==> config.mk <==
export PLATFORM = sky130hd
export DESIGN_NAME = sfd_dev_flat
export DESIGN_NICKNAME = d
export VERILOG_FILES = /design/src/shared/sfd_pkg.sv /design/src/shared/sfd_link_if.sv /design/src/rtl/sfd_dev.sv /design/src/flat_wrapper.sv
export SDC_FILE = /design/constraint.sdc
export NUM_CORES = 1
export LEC_CHECK = 0
export BUFFER_PORTS_ARGS = -buffer_cell sky130_fd_sc_hd__buf_2
export CAP_MARGIN = 20
export CORE_AREA = 4 4 136 138
export CTS_BUF_LIST = sky130_fd_sc_hd__clkbuf_8
export CTS_CLUSTER_DIAMETER = 80
export DETAILED_ROUTE_END_ITERATION = 10
export DIE_AREA = 0 0 140 142
export PLACE_DENSITY = 0.47
export SKIP_LAST_GASP = 1
export SLEW_MARGIN = 0
export SYNTH_ARGS = -nofsm -noshare
export SYNTH_HDL_FRONTEND = slang
export SYNTH_SLANG_ARGS = --single-unit
export TNS_END_PERCENT = 50
==> constraint.sdc <==
create_clock -name clk_i -period 3.6 [get_ports clk_i]
set_clock_uncertainty 0.2 [all_clocks]
set_input_delay 0.9 -clock clk_i [delete_from_list [all_inputs] [get_ports clk_i]]
set_output_delay 0.9 -clock clk_i [all_outputs]
set_load 0.05 [all_outputs]
==> src/shared/sfd_pkg.sv <==
package sfd_pkg;
    ////////////////////////////////////////////////////////////////////
    // serial word layout
    localparam int WORD_W = 24;                 // shift register length
    localparam logic [1:0] SEL_REF = 2'h0;      // reference counter latch
    localparam logic [1:0] SEL_CNT = 2'h1;      // main and swallow counters
    localparam logic [1:0] SEL_FUNC = 2'h2;     // function latch
    localparam logic [1:0] SEL_INIT = 2'h3;     // initialization latch
    localparam int SEL_LSB = 0;                 // latch select field
    localparam int REF_LSB = 2;                 // reference ratio field
    localparam int REF_W = 14;
    localparam int SWAL_LSB = 2;                // swallow count field
    localparam int SWAL_W = 6;
    localparam int MAIN_LSB = 8;                // main count field
    localparam int MAIN_W = 13;
    localparam int PRE_LSB = 22;                // prescaler select field
    localparam int RST_BIT = 2;                 // counter reset bit
    localparam int PD_CTRL_BIT = 3;             // powerdown_control_bit
    localparam int MON_LSB = 4;                 // monitor select field
    localparam int PD_SYNC_BIT = 21;            // power down waits for pump event
    localparam logic [WORD_W-1:0] FUNC_RST = 24'h000000;
    localparam logic [MAIN_W-1:0] MAIN_MIN = 13'h0003;
    ////////////////////////////////////////////////////////////////////
    // prescaler and monitor
    localparam int PCNT_W = 7;                  // holds 65
    localparam logic [PCNT_W-1:0] PRE_BASE = 7'h08;
    localparam logic [PCNT_W-1:0] PCNT_ONE = 7'h01;
    localparam logic [2:0] MON_LOW = 3'h0;
    localparam logic [2:0] MON_LOCK = 3'h1;
    localparam logic [2:0] MON_FB = 3'h2;
    localparam logic [2:0] MON_HIGH = 3'h3;
    localparam logic [2:0] MON_REF = 3'h4;
    localparam logic [2:0] LOCK_COUNT = 3'h3;   // good reference periods to lock
    ////////////////////////////////////////////////////////////////////
    // device pin sampler lanes
    localparam int NSYNC = 6;
    localparam int IX_SCLK = 0;
    localparam int IX_DATA = 1;
    localparam int IX_LOAD = 2;
    localparam int IX_CE = 3;
    localparam int IX_RF = 4;
    localparam int IX_REF = 5;
    ////////////////////////////////////////////////////////////////////
    // host timing and register port
    localparam int CLK_PERIOD_NS = 50;
    localparam int SCLK_HALF_NS = 100;          // each serial phase, least time
    localparam int HALF_CYC = (SCLK_HALF_NS + CLK_PERIOD_NS - 1) / CLK_PERIOD_NS;
    localparam logic [3:0] HALF_LAST = 4'(HALF_CYC - 1);
    localparam logic [3:0] ADDR_WORD = 4'h0;
    localparam logic [3:0] ADDR_CTRL = 4'h4;
    localparam logic [3:0] ADDR_STAT = 4'h8;
    localparam int CTRL_CE_BIT = 0;
    localparam int STAT_BUSY_BIT = 0;
    localparam int STAT_ERR_BIT = 1;
    localparam int STAT_MON_BIT = 2;
    localparam logic [4:0] LAST_BIT = 5'h17;
endpackage : sfd_pkg
==> src/shared/sfd_link_if.sv <==
`timescale 1ns/1ps
interface sfd_link_if;
    logic sclk;             // serial clock
    logic sdata;            // serial data
    logic load_strobe;      // latch transfer on rising edge
    logic chip_en;          // chip enable, high runs
    logic monitor_output;   // selected internal signal
    modport dev (input sclk, input sdata, input load_strobe, input chip_en,
                 output monitor_output);
    modport host (output sclk, output sdata, output load_strobe, output chip_en,
                  input monitor_output);
endinterface : sfd_link_if

==> src/rtl/sfd_dev.sv <==
// What this block does
// - shift serial bit in on clock rise
// - host sends MSB first, select bits last
// - load strobe rise copies word to latch
// - chip enable low: off, pump three-state
// - enable high powers up unless bit forbids
// - monitor shows lock, divided RF or reference
// - prescaler moduli 8, 16, 32, 64
// - ratio is main times modulus plus swallow
// - host keeps ratio above modulus squared minus; sfd_host only refuses a main count below 3
// - main counter 13 bits, values 3 up
// - swallow counter 6 bits, 0 to 63
// - host keeps counter rate within 300 MHz; sfd_host does not check it
// - power down opens path, closes clamp
// - select codes pick reference, counters, function, init
// - reference counter 14 bits, ratio 1 up
//
// Decided for this implementation: strobed register access and the register addresses.
`timescale 1ns/1ps
module sfd_dev
    import sfd_pkg::*;
(
    input wire logic clk_i,
    input wire logic rst_i,
    sfd_link_if.dev link,
    input wire logic rf_in_i,
    input wire logic ref_in_i,
    output logic cp_drive_o,
    output logic cp_oe_o,
    output logic ref_path_switch_one_o,
    output logic ref_path_switch_two_o,
    output logic ref_clamp_switch_o,
    output logic powered_o
);

    ////////////////////////////////////////////////////////////////////
    // state record
    typedef struct packed {
        logic [NSYNC-1:0] smp1;          // first sampler stage
        logic [NSYNC-1:0] smp2;          // second sampler stage
        logic [NSYNC-1:0] smp3;          // previous level for edges
        logic [WORD_W-1:0] shreg;        // serial input register
        logic [REF_W-1:0] ref_latch;     // reference ratio
        logic [SWAL_W-1:0] swal_latch;   // swallow count
        logic [MAIN_W-1:0] main_latch;   // main count
        logic [WORD_W-1:0] func;         // function word
        logic [PCNT_W-1:0] pre_cnt;      // rf edges left this prescaler cycle
        logic [SWAL_W-1:0] swal_cnt;     // extended cycles left
        logic [MAIN_W-1:0] main_cnt;     // prescaler cycles left
        logic [REF_W-1:0] ref_cnt;       // reference edges left
        logic fb_tgl;                    // divided rf square wave
        logic ref_tgl;                   // divided reference square wave
        logic up;                        // pump sourcing
        logic dn;                        // pump sinking
        logic [1:0] fb_seen;             // feedback ticks this reference period
        logic [2:0] lock_cnt;            // good periods in a row
        logic locked;                    // lock detect
        logic pwr;                       // powered up
        logic mon;                       // monitor pin
    } sfd_dev_st_t;

    sfd_dev_st_t q_ff;   // registered state
    sfd_dev_st_t nxt_q;  // next state

    ////////////////////////////////////////////////////////////////////
    // next state
    always_comb
    begin
        logic [NSYNC-1:0] rise;
        logic [PCNT_W-1:0] pmod;
        logic [SWAL_W-1:0] swal_n;
        logic pre_tick;
        logic fb_tick;
        logic ref_tick;
        logic init_load;
        logic hold;
        logic want_off;
        rise = '0;
        pmod = '0;
        swal_n = '0;
        pre_tick = 1'b0;
        fb_tick = 1'b0;
        ref_tick = 1'b0;
        init_load = 1'b0;
        hold = 1'b0;
        want_off = 1'b0;
        nxt_q = q_ff;

        // pins cross into this clock through two stages; the first is
        // only ever copied, edges come from stages two and three
        nxt_q.smp1 = {ref_in_i, rf_in_i, link.chip_en, link.load_strobe,
                      link.sdata, link.sclk};
        nxt_q.smp2 = q_ff.smp1;
        nxt_q.smp3 = q_ff.smp2;
        rise = q_ff.smp2 & ~q_ff.smp3;

        if (rise[IX_SCLK])
        begin
            nxt_q.shreg = {q_ff.shreg[WORD_W-2:0], q_ff.smp2[IX_DATA]};
        end

        if (rise[IX_LOAD])
        begin
            unique case (q_ff.shreg[SEL_LSB +: 2])
                SEL_REF:  nxt_q.ref_latch = q_ff.shreg[REF_LSB +: REF_W];
                SEL_CNT:
                begin
                    nxt_q.main_latch = q_ff.shreg[MAIN_LSB +: MAIN_W];
                    nxt_q.swal_latch = q_ff.shreg[SWAL_LSB +: SWAL_W];
                end
                SEL_FUNC: nxt_q.func = q_ff.shreg;
                SEL_INIT:
                begin
                    // init also restarts the counters from their loads
                    nxt_q.func = q_ff.shreg;
                    init_load = 1'b1;
                end
            endcase
        end

        pmod = PCNT_W'(PRE_BASE << q_ff.func[PRE_LSB +: 2]);

        if (rise[IX_REF])
        begin
            if (q_ff.ref_cnt <= REF_W'(1))
            begin
                // ratio zero behaves as one
                ref_tick = 1'b1;
                nxt_q.ref_cnt = q_ff.ref_latch;
            end
            else
            begin
                nxt_q.ref_cnt = q_ff.ref_cnt - REF_W'(1);
            end
        end

        // ratio main times modulus plus swallow
        if (rise[IX_RF])
        begin
            if (q_ff.pre_cnt <= PCNT_ONE)
            begin
                pre_tick = 1'b1;
            end
            else
            begin
                nxt_q.pre_cnt = q_ff.pre_cnt - PCNT_ONE;
            end
        end
        if (pre_tick)
        begin
            if (q_ff.main_cnt <= MAIN_W'(1))
            begin
                fb_tick = 1'b1;
                nxt_q.main_cnt = q_ff.main_latch;
                swal_n = q_ff.swal_latch;
            end
            else
            begin
                nxt_q.main_cnt = q_ff.main_cnt - MAIN_W'(1);
                swal_n = (q_ff.swal_cnt != '0) ? q_ff.swal_cnt - SWAL_W'(1) : '0;
            end
            nxt_q.swal_cnt = swal_n;
            // extended cycle while swallows remain
            nxt_q.pre_cnt = (swal_n != '0) ? pmod + PCNT_ONE : pmod;
        end

        nxt_q.fb_tgl = q_ff.fb_tgl ^ fb_tick;
        nxt_q.ref_tgl = q_ff.ref_tgl ^ ref_tick;

        // phase detector: the leading edge starts the pump, the lagging
        // edge ends it
        if ((q_ff.up | ref_tick) & (q_ff.dn | fb_tick))
        begin
            nxt_q.up = 1'b0;
            nxt_q.dn = 1'b0;
        end
        else
        begin
            nxt_q.up = q_ff.up | ref_tick;
            nxt_q.dn = q_ff.dn | fb_tick;
        end

        // frequency lock: exactly one feedback tick per reference period;
        // coarse, it does not measure phase error
        if (ref_tick)
        begin
            if ((q_ff.fb_seen + 2'(fb_tick)) == 2'h1)
            begin
                if (q_ff.lock_cnt != LOCK_COUNT)
                begin
                    nxt_q.lock_cnt = q_ff.lock_cnt + 3'h1;
                end
                nxt_q.locked = (q_ff.lock_cnt + 3'h1) >= LOCK_COUNT;
            end
            else
            begin
                nxt_q.lock_cnt = '0;
                nxt_q.locked = 1'b0;
            end
            nxt_q.fb_seen = '0;
        end
        else if (fb_tick && q_ff.fb_seen != 2'h3)
        begin
            nxt_q.fb_seen = q_ff.fb_seen + 2'h1;
        end

        want_off = q_ff.func[PD_CTRL_BIT];
        if (!q_ff.smp2[IX_CE])
        begin
            nxt_q.pwr = 1'b0;
        end
        else if (!want_off)
        begin
            nxt_q.pwr = 1'b1;
        end
        else if (!q_ff.func[PD_SYNC_BIT] || ref_tick || fb_tick)
        begin
            // synchronous mode waits for a pump event to avoid a jump
            nxt_q.pwr = 1'b0;
        end

        // powered down or counter reset: counters sit at their loads,
        // the serial register keeps working
        hold = !q_ff.pwr || q_ff.func[RST_BIT] || init_load;
        if (hold)
        begin
            nxt_q.ref_cnt = q_ff.ref_latch;
            nxt_q.main_cnt = q_ff.main_latch;
            nxt_q.swal_cnt = q_ff.swal_latch;
            nxt_q.pre_cnt = (q_ff.swal_latch != '0) ? pmod + PCNT_ONE : pmod;
            nxt_q.up = 1'b0;
            nxt_q.dn = 1'b0;
            nxt_q.fb_seen = '0;
            nxt_q.lock_cnt = '0;
            nxt_q.locked = 1'b0;
        end

        unique case (q_ff.func[MON_LSB +: 3])
            MON_LOCK: nxt_q.mon = q_ff.locked;
            MON_FB:   nxt_q.mon = q_ff.fb_tgl;
            MON_HIGH: nxt_q.mon = 1'b1;
            MON_REF:  nxt_q.mon = q_ff.ref_tgl;
            default:  nxt_q.mon = 1'b0;
        endcase
    end

    ////////////////////////////////////////////////////////////////////
    // state register
    always_ff @(posedge clk_i)
    begin
        if (rst_i)
        begin
            q_ff <= '0;
            q_ff.func <= FUNC_RST;
        end
        else
        begin
            q_ff <= nxt_q;
        end
    end

    ////////////////////////////////////////////////////////////////////
    // outputs
    assign link.monitor_output = q_ff.mon;
    assign cp_drive_o = q_ff.up;
    assign cp_oe_o = q_ff.pwr & (q_ff.up ^ q_ff.dn);
    assign ref_path_switch_one_o = q_ff.pwr;
    assign ref_path_switch_two_o = q_ff.pwr;
    assign ref_clamp_switch_o = ~q_ff.pwr;
    assign powered_o = q_ff.pwr;

endmodule : sfd_dev

==> src/flat_wrapper.sv <==
// flat-port wrapper written by rule: the top's interface ports become plain ports
module sfd_dev_flat import sfd_pkg::*;
  (clk_i, rst_i, rf_in_i, ref_in_i, cp_drive_o, cp_oe_o, ref_path_switch_one_o, ref_path_switch_two_o, ref_clamp_switch_o, powered_o, link_sclk, link_sdata, link_load_strobe, link_chip_en, link_monitor_output);
  sfd_link_if link_i ();
  input wire logic clk_i;
  input wire logic rst_i;
  input wire logic rf_in_i;
  input wire logic ref_in_i;
  output logic cp_drive_o;
  output logic cp_oe_o;
  output logic ref_path_switch_one_o;
  output logic ref_path_switch_two_o;
  output logic ref_clamp_switch_o;
  output logic powered_o;
  input wire logic [$bits(link_i.sclk)-1:0] link_sclk;
  input wire logic [$bits(link_i.sdata)-1:0] link_sdata;
  input wire logic [$bits(link_i.load_strobe)-1:0] link_load_strobe;
  input wire logic [$bits(link_i.chip_en)-1:0] link_chip_en;
  output wire logic [$bits(link_i.monitor_output)-1:0] link_monitor_output;
  assign link_i.sclk = link_sclk;
  assign link_i.sdata = link_sdata;
  assign link_i.load_strobe = link_load_strobe;
  assign link_i.chip_en = link_chip_en;
  assign link_monitor_output = link_i.monitor_output;
  sfd_dev u_core (.clk_i(clk_i), .rst_i(rst_i), .link(link_i), .rf_in_i(rf_in_i), .ref_in_i(ref_in_i), .cp_drive_o(cp_drive_o), .cp_oe_o(cp_oe_o), .ref_path_switch_one_o(ref_path_switch_one_o), .ref_path_switch_two_o(ref_path_switch_two_o), .ref_clamp_switch_o(ref_clamp_switch_o), .powered_o(powered_o));
endmodule
* After elaboration in Yosys (flattened, before gate mapping) *
Cells that the tools add are included.

storage, ports and cells
  logic and storage cells = 107
  output and inout port bits = 7
  bits in registers = 151

cells by class
  eq/ne operators = 13
  shift operators = 1
  bitwise gates (word level) = 11
  mux-type cells = 25
  reductions and logical operators = 24
  add/sub/neg operators = 8
  order comparisons = 4

operator list
  cell                     number
  $mux W40                 1
  $mux W14                 2
  $mux W7                  4
  $mux W26                 1
  $mux W6                  3
  $reduce_bool A6 Y1       3
  $le A14 B1 Y1 const B    1
  $sub A14 B1 Y14 const B  1
  $le A13 B1 Y1 const B    1
  $mux W13                 1
  $sub A13 B1 Y13 const B  1
  $mux W1                  10
  $reduce_and A2 Y1        5
  $add A7 B1 Y7 const B    1
  $le A7 B1 Y1 const B     1
  $shl A4 B2 Y7 const A    1
  $sub A7 B1 Y7 const B    1
  $and A6 B6 Y6            1
  $eq A3 B2 Y1 const B     2
  $ne A2 B2 Y1 const B     3
  $ne A3 B2 Y1 const B     2
  $not A6 Y6               1
  $reduce_or A2 Y1         3
  $reduce_or A3 Y1         2
  22 further kinds         34

* Logic depth before layout (Yosys ltp) *
  depth in word-level cells = 8
  depth in mapped cells = 13

* Least setup slack after synthesis *
Ideal clock, no wire load.

  kind = reg-to-output
  from = register u_core.q_ff (netlist bit u_core.powered_o)
  to = output cp_oe_o
  setup slack = 662 ps
  stages on the path, launching flop included = 3
  buffers on the path = 0
  data arrival time = 1838 ps
  cell sequence = dfxtp_1 inv_1 nor2_1

between the ends
  word-level cells in the longest chain between the ends = 1

RTL lines
  item                    line                text
  start, declared         sfd_dev.sv:62       sfd_dev_st_t q_ff;
  start signal, assigned  sfd_dev.sv:258      q_ff <= nxt_q;
  $and A1 B1 Y1           sfd_dev.sv:266      assign cp_oe_o = q_ff.pwr & (q_ff.up ^ q_ff.dn);
  end, declared           flat_wrapper.sv:10  output logic cp_oe_o;

No other way between the ends.

* Final worst setup path *
  from = register u_core.q_ff[12] in the netlist's numbering
  to = register u_core.q_ff[16] in the netlist's numbering

between the ends
  word-level cells in the longest chain between the ends = 4
  elaborated cells on any way between the ends = 5

RTL lines
  item                                                     line                            text
  $sub A14 B1 Y14 / $le A14 B1 Y1 (equally long branches)  sfd_dev.sv:133, sfd_dev.sv:125
  $mux W14 (*)                                             sfd_dev.sv:125                  if (q_ff.ref_cnt <= REF_W'(1))
  $mux W14 (*)                                             sfd_dev.sv:123                  if (rise[IX_REF])
  $mux W40 (*)                                             sfd_dev.sv:225                  if (hold)

Mark *: on every way between the ends. The rest lies on a longest branch, timed or not. The select of a mux whose other input is x is not followed.
A chain may end at the register's enable or synchronous reset.

==> results.cfg <==
[status]
run_status = finished, final reports clean

[clocking]
clk_pin_slew_ns = 0.07
ctsResizeCount = 0
postCtsHoldBufs = 0
cts_buffer_depth = 2
cts_tree = built
numCtsBuffers = 17
cts_setup_buffers = 0
clock-root-buffer = clkbuf_8
htree_num_levels = 4
cts_num_sinks = 133
clkLatencyLatePin_ns = 0.45

[setup_path]
critPathMaxStageDelay_ns = 0.78
crit_required_ns = 3.72
critPathSlowestCell = a21oi_2
crit_path_cell_trace = inv_1, ha_1, nor2_1, nor4_1, a21oi_2, mux2_2, a22oi_1, nor2_1
regToRegSetupSlack_ns = 0.91
r2r_cells = 8
worstPathMaxFanout = 22
start_kind = flop
cp.arrival_ns = 2.80
crit_top_cell = nor2_1
end_kind = flop
path_class = reg -> reg

[sta]
setup_violations = 0
max_freq_mhz = 372
max-slew-margin-rel_pct = 35.3
hold_violations = 0
worst_slew_pin_slew_ns = 0.971
min_period_ns = 2.69
rsz0062_at_grt = false
setup_slack_ns = 0.915
setup_tns_ns = 0
final_max_slew_viol_count = 0
post-route-period-util_pct = 74.6

[drt]
viasPerCell = 5.27
wirelength_mm = 14.7
route.detailed.drc = 0
num_vias = 5180
antenna_left = 0
routedWlPerCell_um = 14.9
drtPass1Iterations = 5
initialDrtViolationCount = 287

[pwr]
p_leak_uw = 0.00230
p_per_area_nw_per_um2 = 467
peakVddDrop_uv = 244
power_uw = 3100

[layout]
nets = 766
fill_cells = 1801
drive_gt1_share_pct = 8.98
num_antenna_cells = 0
fin_util_pct = 38.7
instances_no_fill = 982
area_growth_pct = 12.1

[floorplanning]
rows = 48
ioPinCount = 15
coreArea_um2 = 17200
die_w_um = 140
dieHeight_um = 142
dieArea_um2 = 19900
initial_utilization_pct = 34.5

[synthesis]
synth-xor-area-share_pct = 1.33
synth-compound-area-share_pct = 18.9
ys_warn_count = 0
ys_top_cells_by_area = dfxtp_1 45%, nand2_1 9.6%, a21oi_1 7.9%
synth_edf_count = 0
ys_async_sr_fraction_pct = 0
syn_area_um2 = 5920
syn-num-nets = 765
synth_cells = 744
synth.largest_area_cell = dfxtp_1
synth.most_common_cell = nand2_1
synth_top_area_share_pct = 45.0
ys_seq_area_share_pct = 45.0
synthFlopType = dfxtp_1
avgSynthCellArea_um2 = 7.96
synthAdderAreaFrac_pct = 2.75
synth_top_family_by_area = simple AND/OR/NAND/NOR gates
post_synth_and_or_nand_nor_area_fraction_pct = 27.0
yosys-top-cells-count = 152 x nand2_1, 133 x dfxtp_1, 94 x a21oi_1
synth.distinct_cells = 60
synth_mux_area_share_pct = 0.993
synth-seq-cells = 133

[grt]
antenna_found_initial = 0
grt_pass1_wl_mm = 24.2
grt_pass1_vias = 4813
grt_start_max_net_pins = 126
track_usage_pct = 15.1
grt_overflow_total = 0

[placement]
globalplace.congestion = 0.745
dp.cells = 951
pre_cts_ws_ns = 0.943
dpl.hpwl_mm = 9.85
portBuffers = 14

[job]
drv_cap = 0

[worst_hold_path]
holdPathStages = 1
min_path_type = reg -> reg
[where the power goes]
| part | internal [uW] | leakage [uW] | switching [uW] |
|---|---|---|---|
| logic | 57.0 | 0.000995 | 119 |
| clock network | 847 | 0.000231 | 577 |
| registers | 1490 | 0.00108 | 13.5 |
[layout by cell type (no fill, tap or decap), types with 18 or more instances in the layout]
cell type  synthesis  routed
o21ai_0           32      32
clkbuf_8           0      19
inv_1             15      18
a21oi_1           94      94
nor2_1            60      60
dfxtp_1          133     133
nand3_1           18      18
nand2_1          152     152
nor2b_1           20      20
nor3_1            30      30
[worst max-delay path, delay by kind of cell, from the launching register on]
family / cells / cell delay, ns
AO/OA/AOI/OAI: 2 / 0.97
adder cells (fa/ha/maj): 1 / 0.25
buffers and inverters: 1 / 0.10
flip-flops: 1 / 0.38
multiplexers: 1 / 0.41
AND/OR/NAND/NOR: 3 / 0.25
[sequential cells by signal (all words and copies together) (netlist names)]
name                        flops
u_core.cp_drive_o               1
u_core.powered_o                1
u_core.q_ff                   118
u_core.nxt_q                   12
u_core.link.monitor_output      1
[cell families (layout without fill, tap and decap cells)]
group | Yosys count | in the layout
simple gates | 340 | 340
compound gates | 185 | 185
flops | 133 | 133
buf+inv | 59 | 72
fa+ha+maj | 13 | 13
xor+xnor | 9 | 9
mux | 5 | 5
[cell type report]
class,instances,area [um2],share of cell area [%]
Inverter,15,56.3,0.848
Timing Repair Buffer,26,175,2.64
Sequential cell,133,2660,40.1
Clock buffer,19,262,3.94
Clock inverter,12,186,2.81
Tap cell,225,282,4.24
Multi-Input combinational cell,552,3020,45.4
[final timing paths]
path | startpoint | to
setup / recovery | u_core.q_ff[12] | u_core.q_ff[16]
hold / removal | u_core.q_ff[55] | u_core.powered_o
setup reg to reg | u_core.q_ff[12] | u_core.q_ff[16]
hold reg to reg | u_core.q_ff[55] | u_core.powered_o
[layer usage]
metal	vias to the layer above	wire, um	GRT usage [%]
li1	2602	-	-
met1	2473	7180	19.8
met2	80	6790	24.3
met3	25	427	3.29
met4	0	283	6.12
met5	-	0	0
[per-stage QoR]
| stage | hold WS (ns) | cell area, um2 |
|---|---|---|
| 5_1_grt | 0.242 | 6640 |
| 4_1_cts | 0.226 | 6640 |
| 2_1_floorplan | 0.203 | 5920 |
| 3_5_place_dp | 0.214 | 6190 |
| 3_3_place_gp | 0.215 | 6190 |
| 6_report | 0.224 | 6640 |
(Power assumes the default switching activity.)
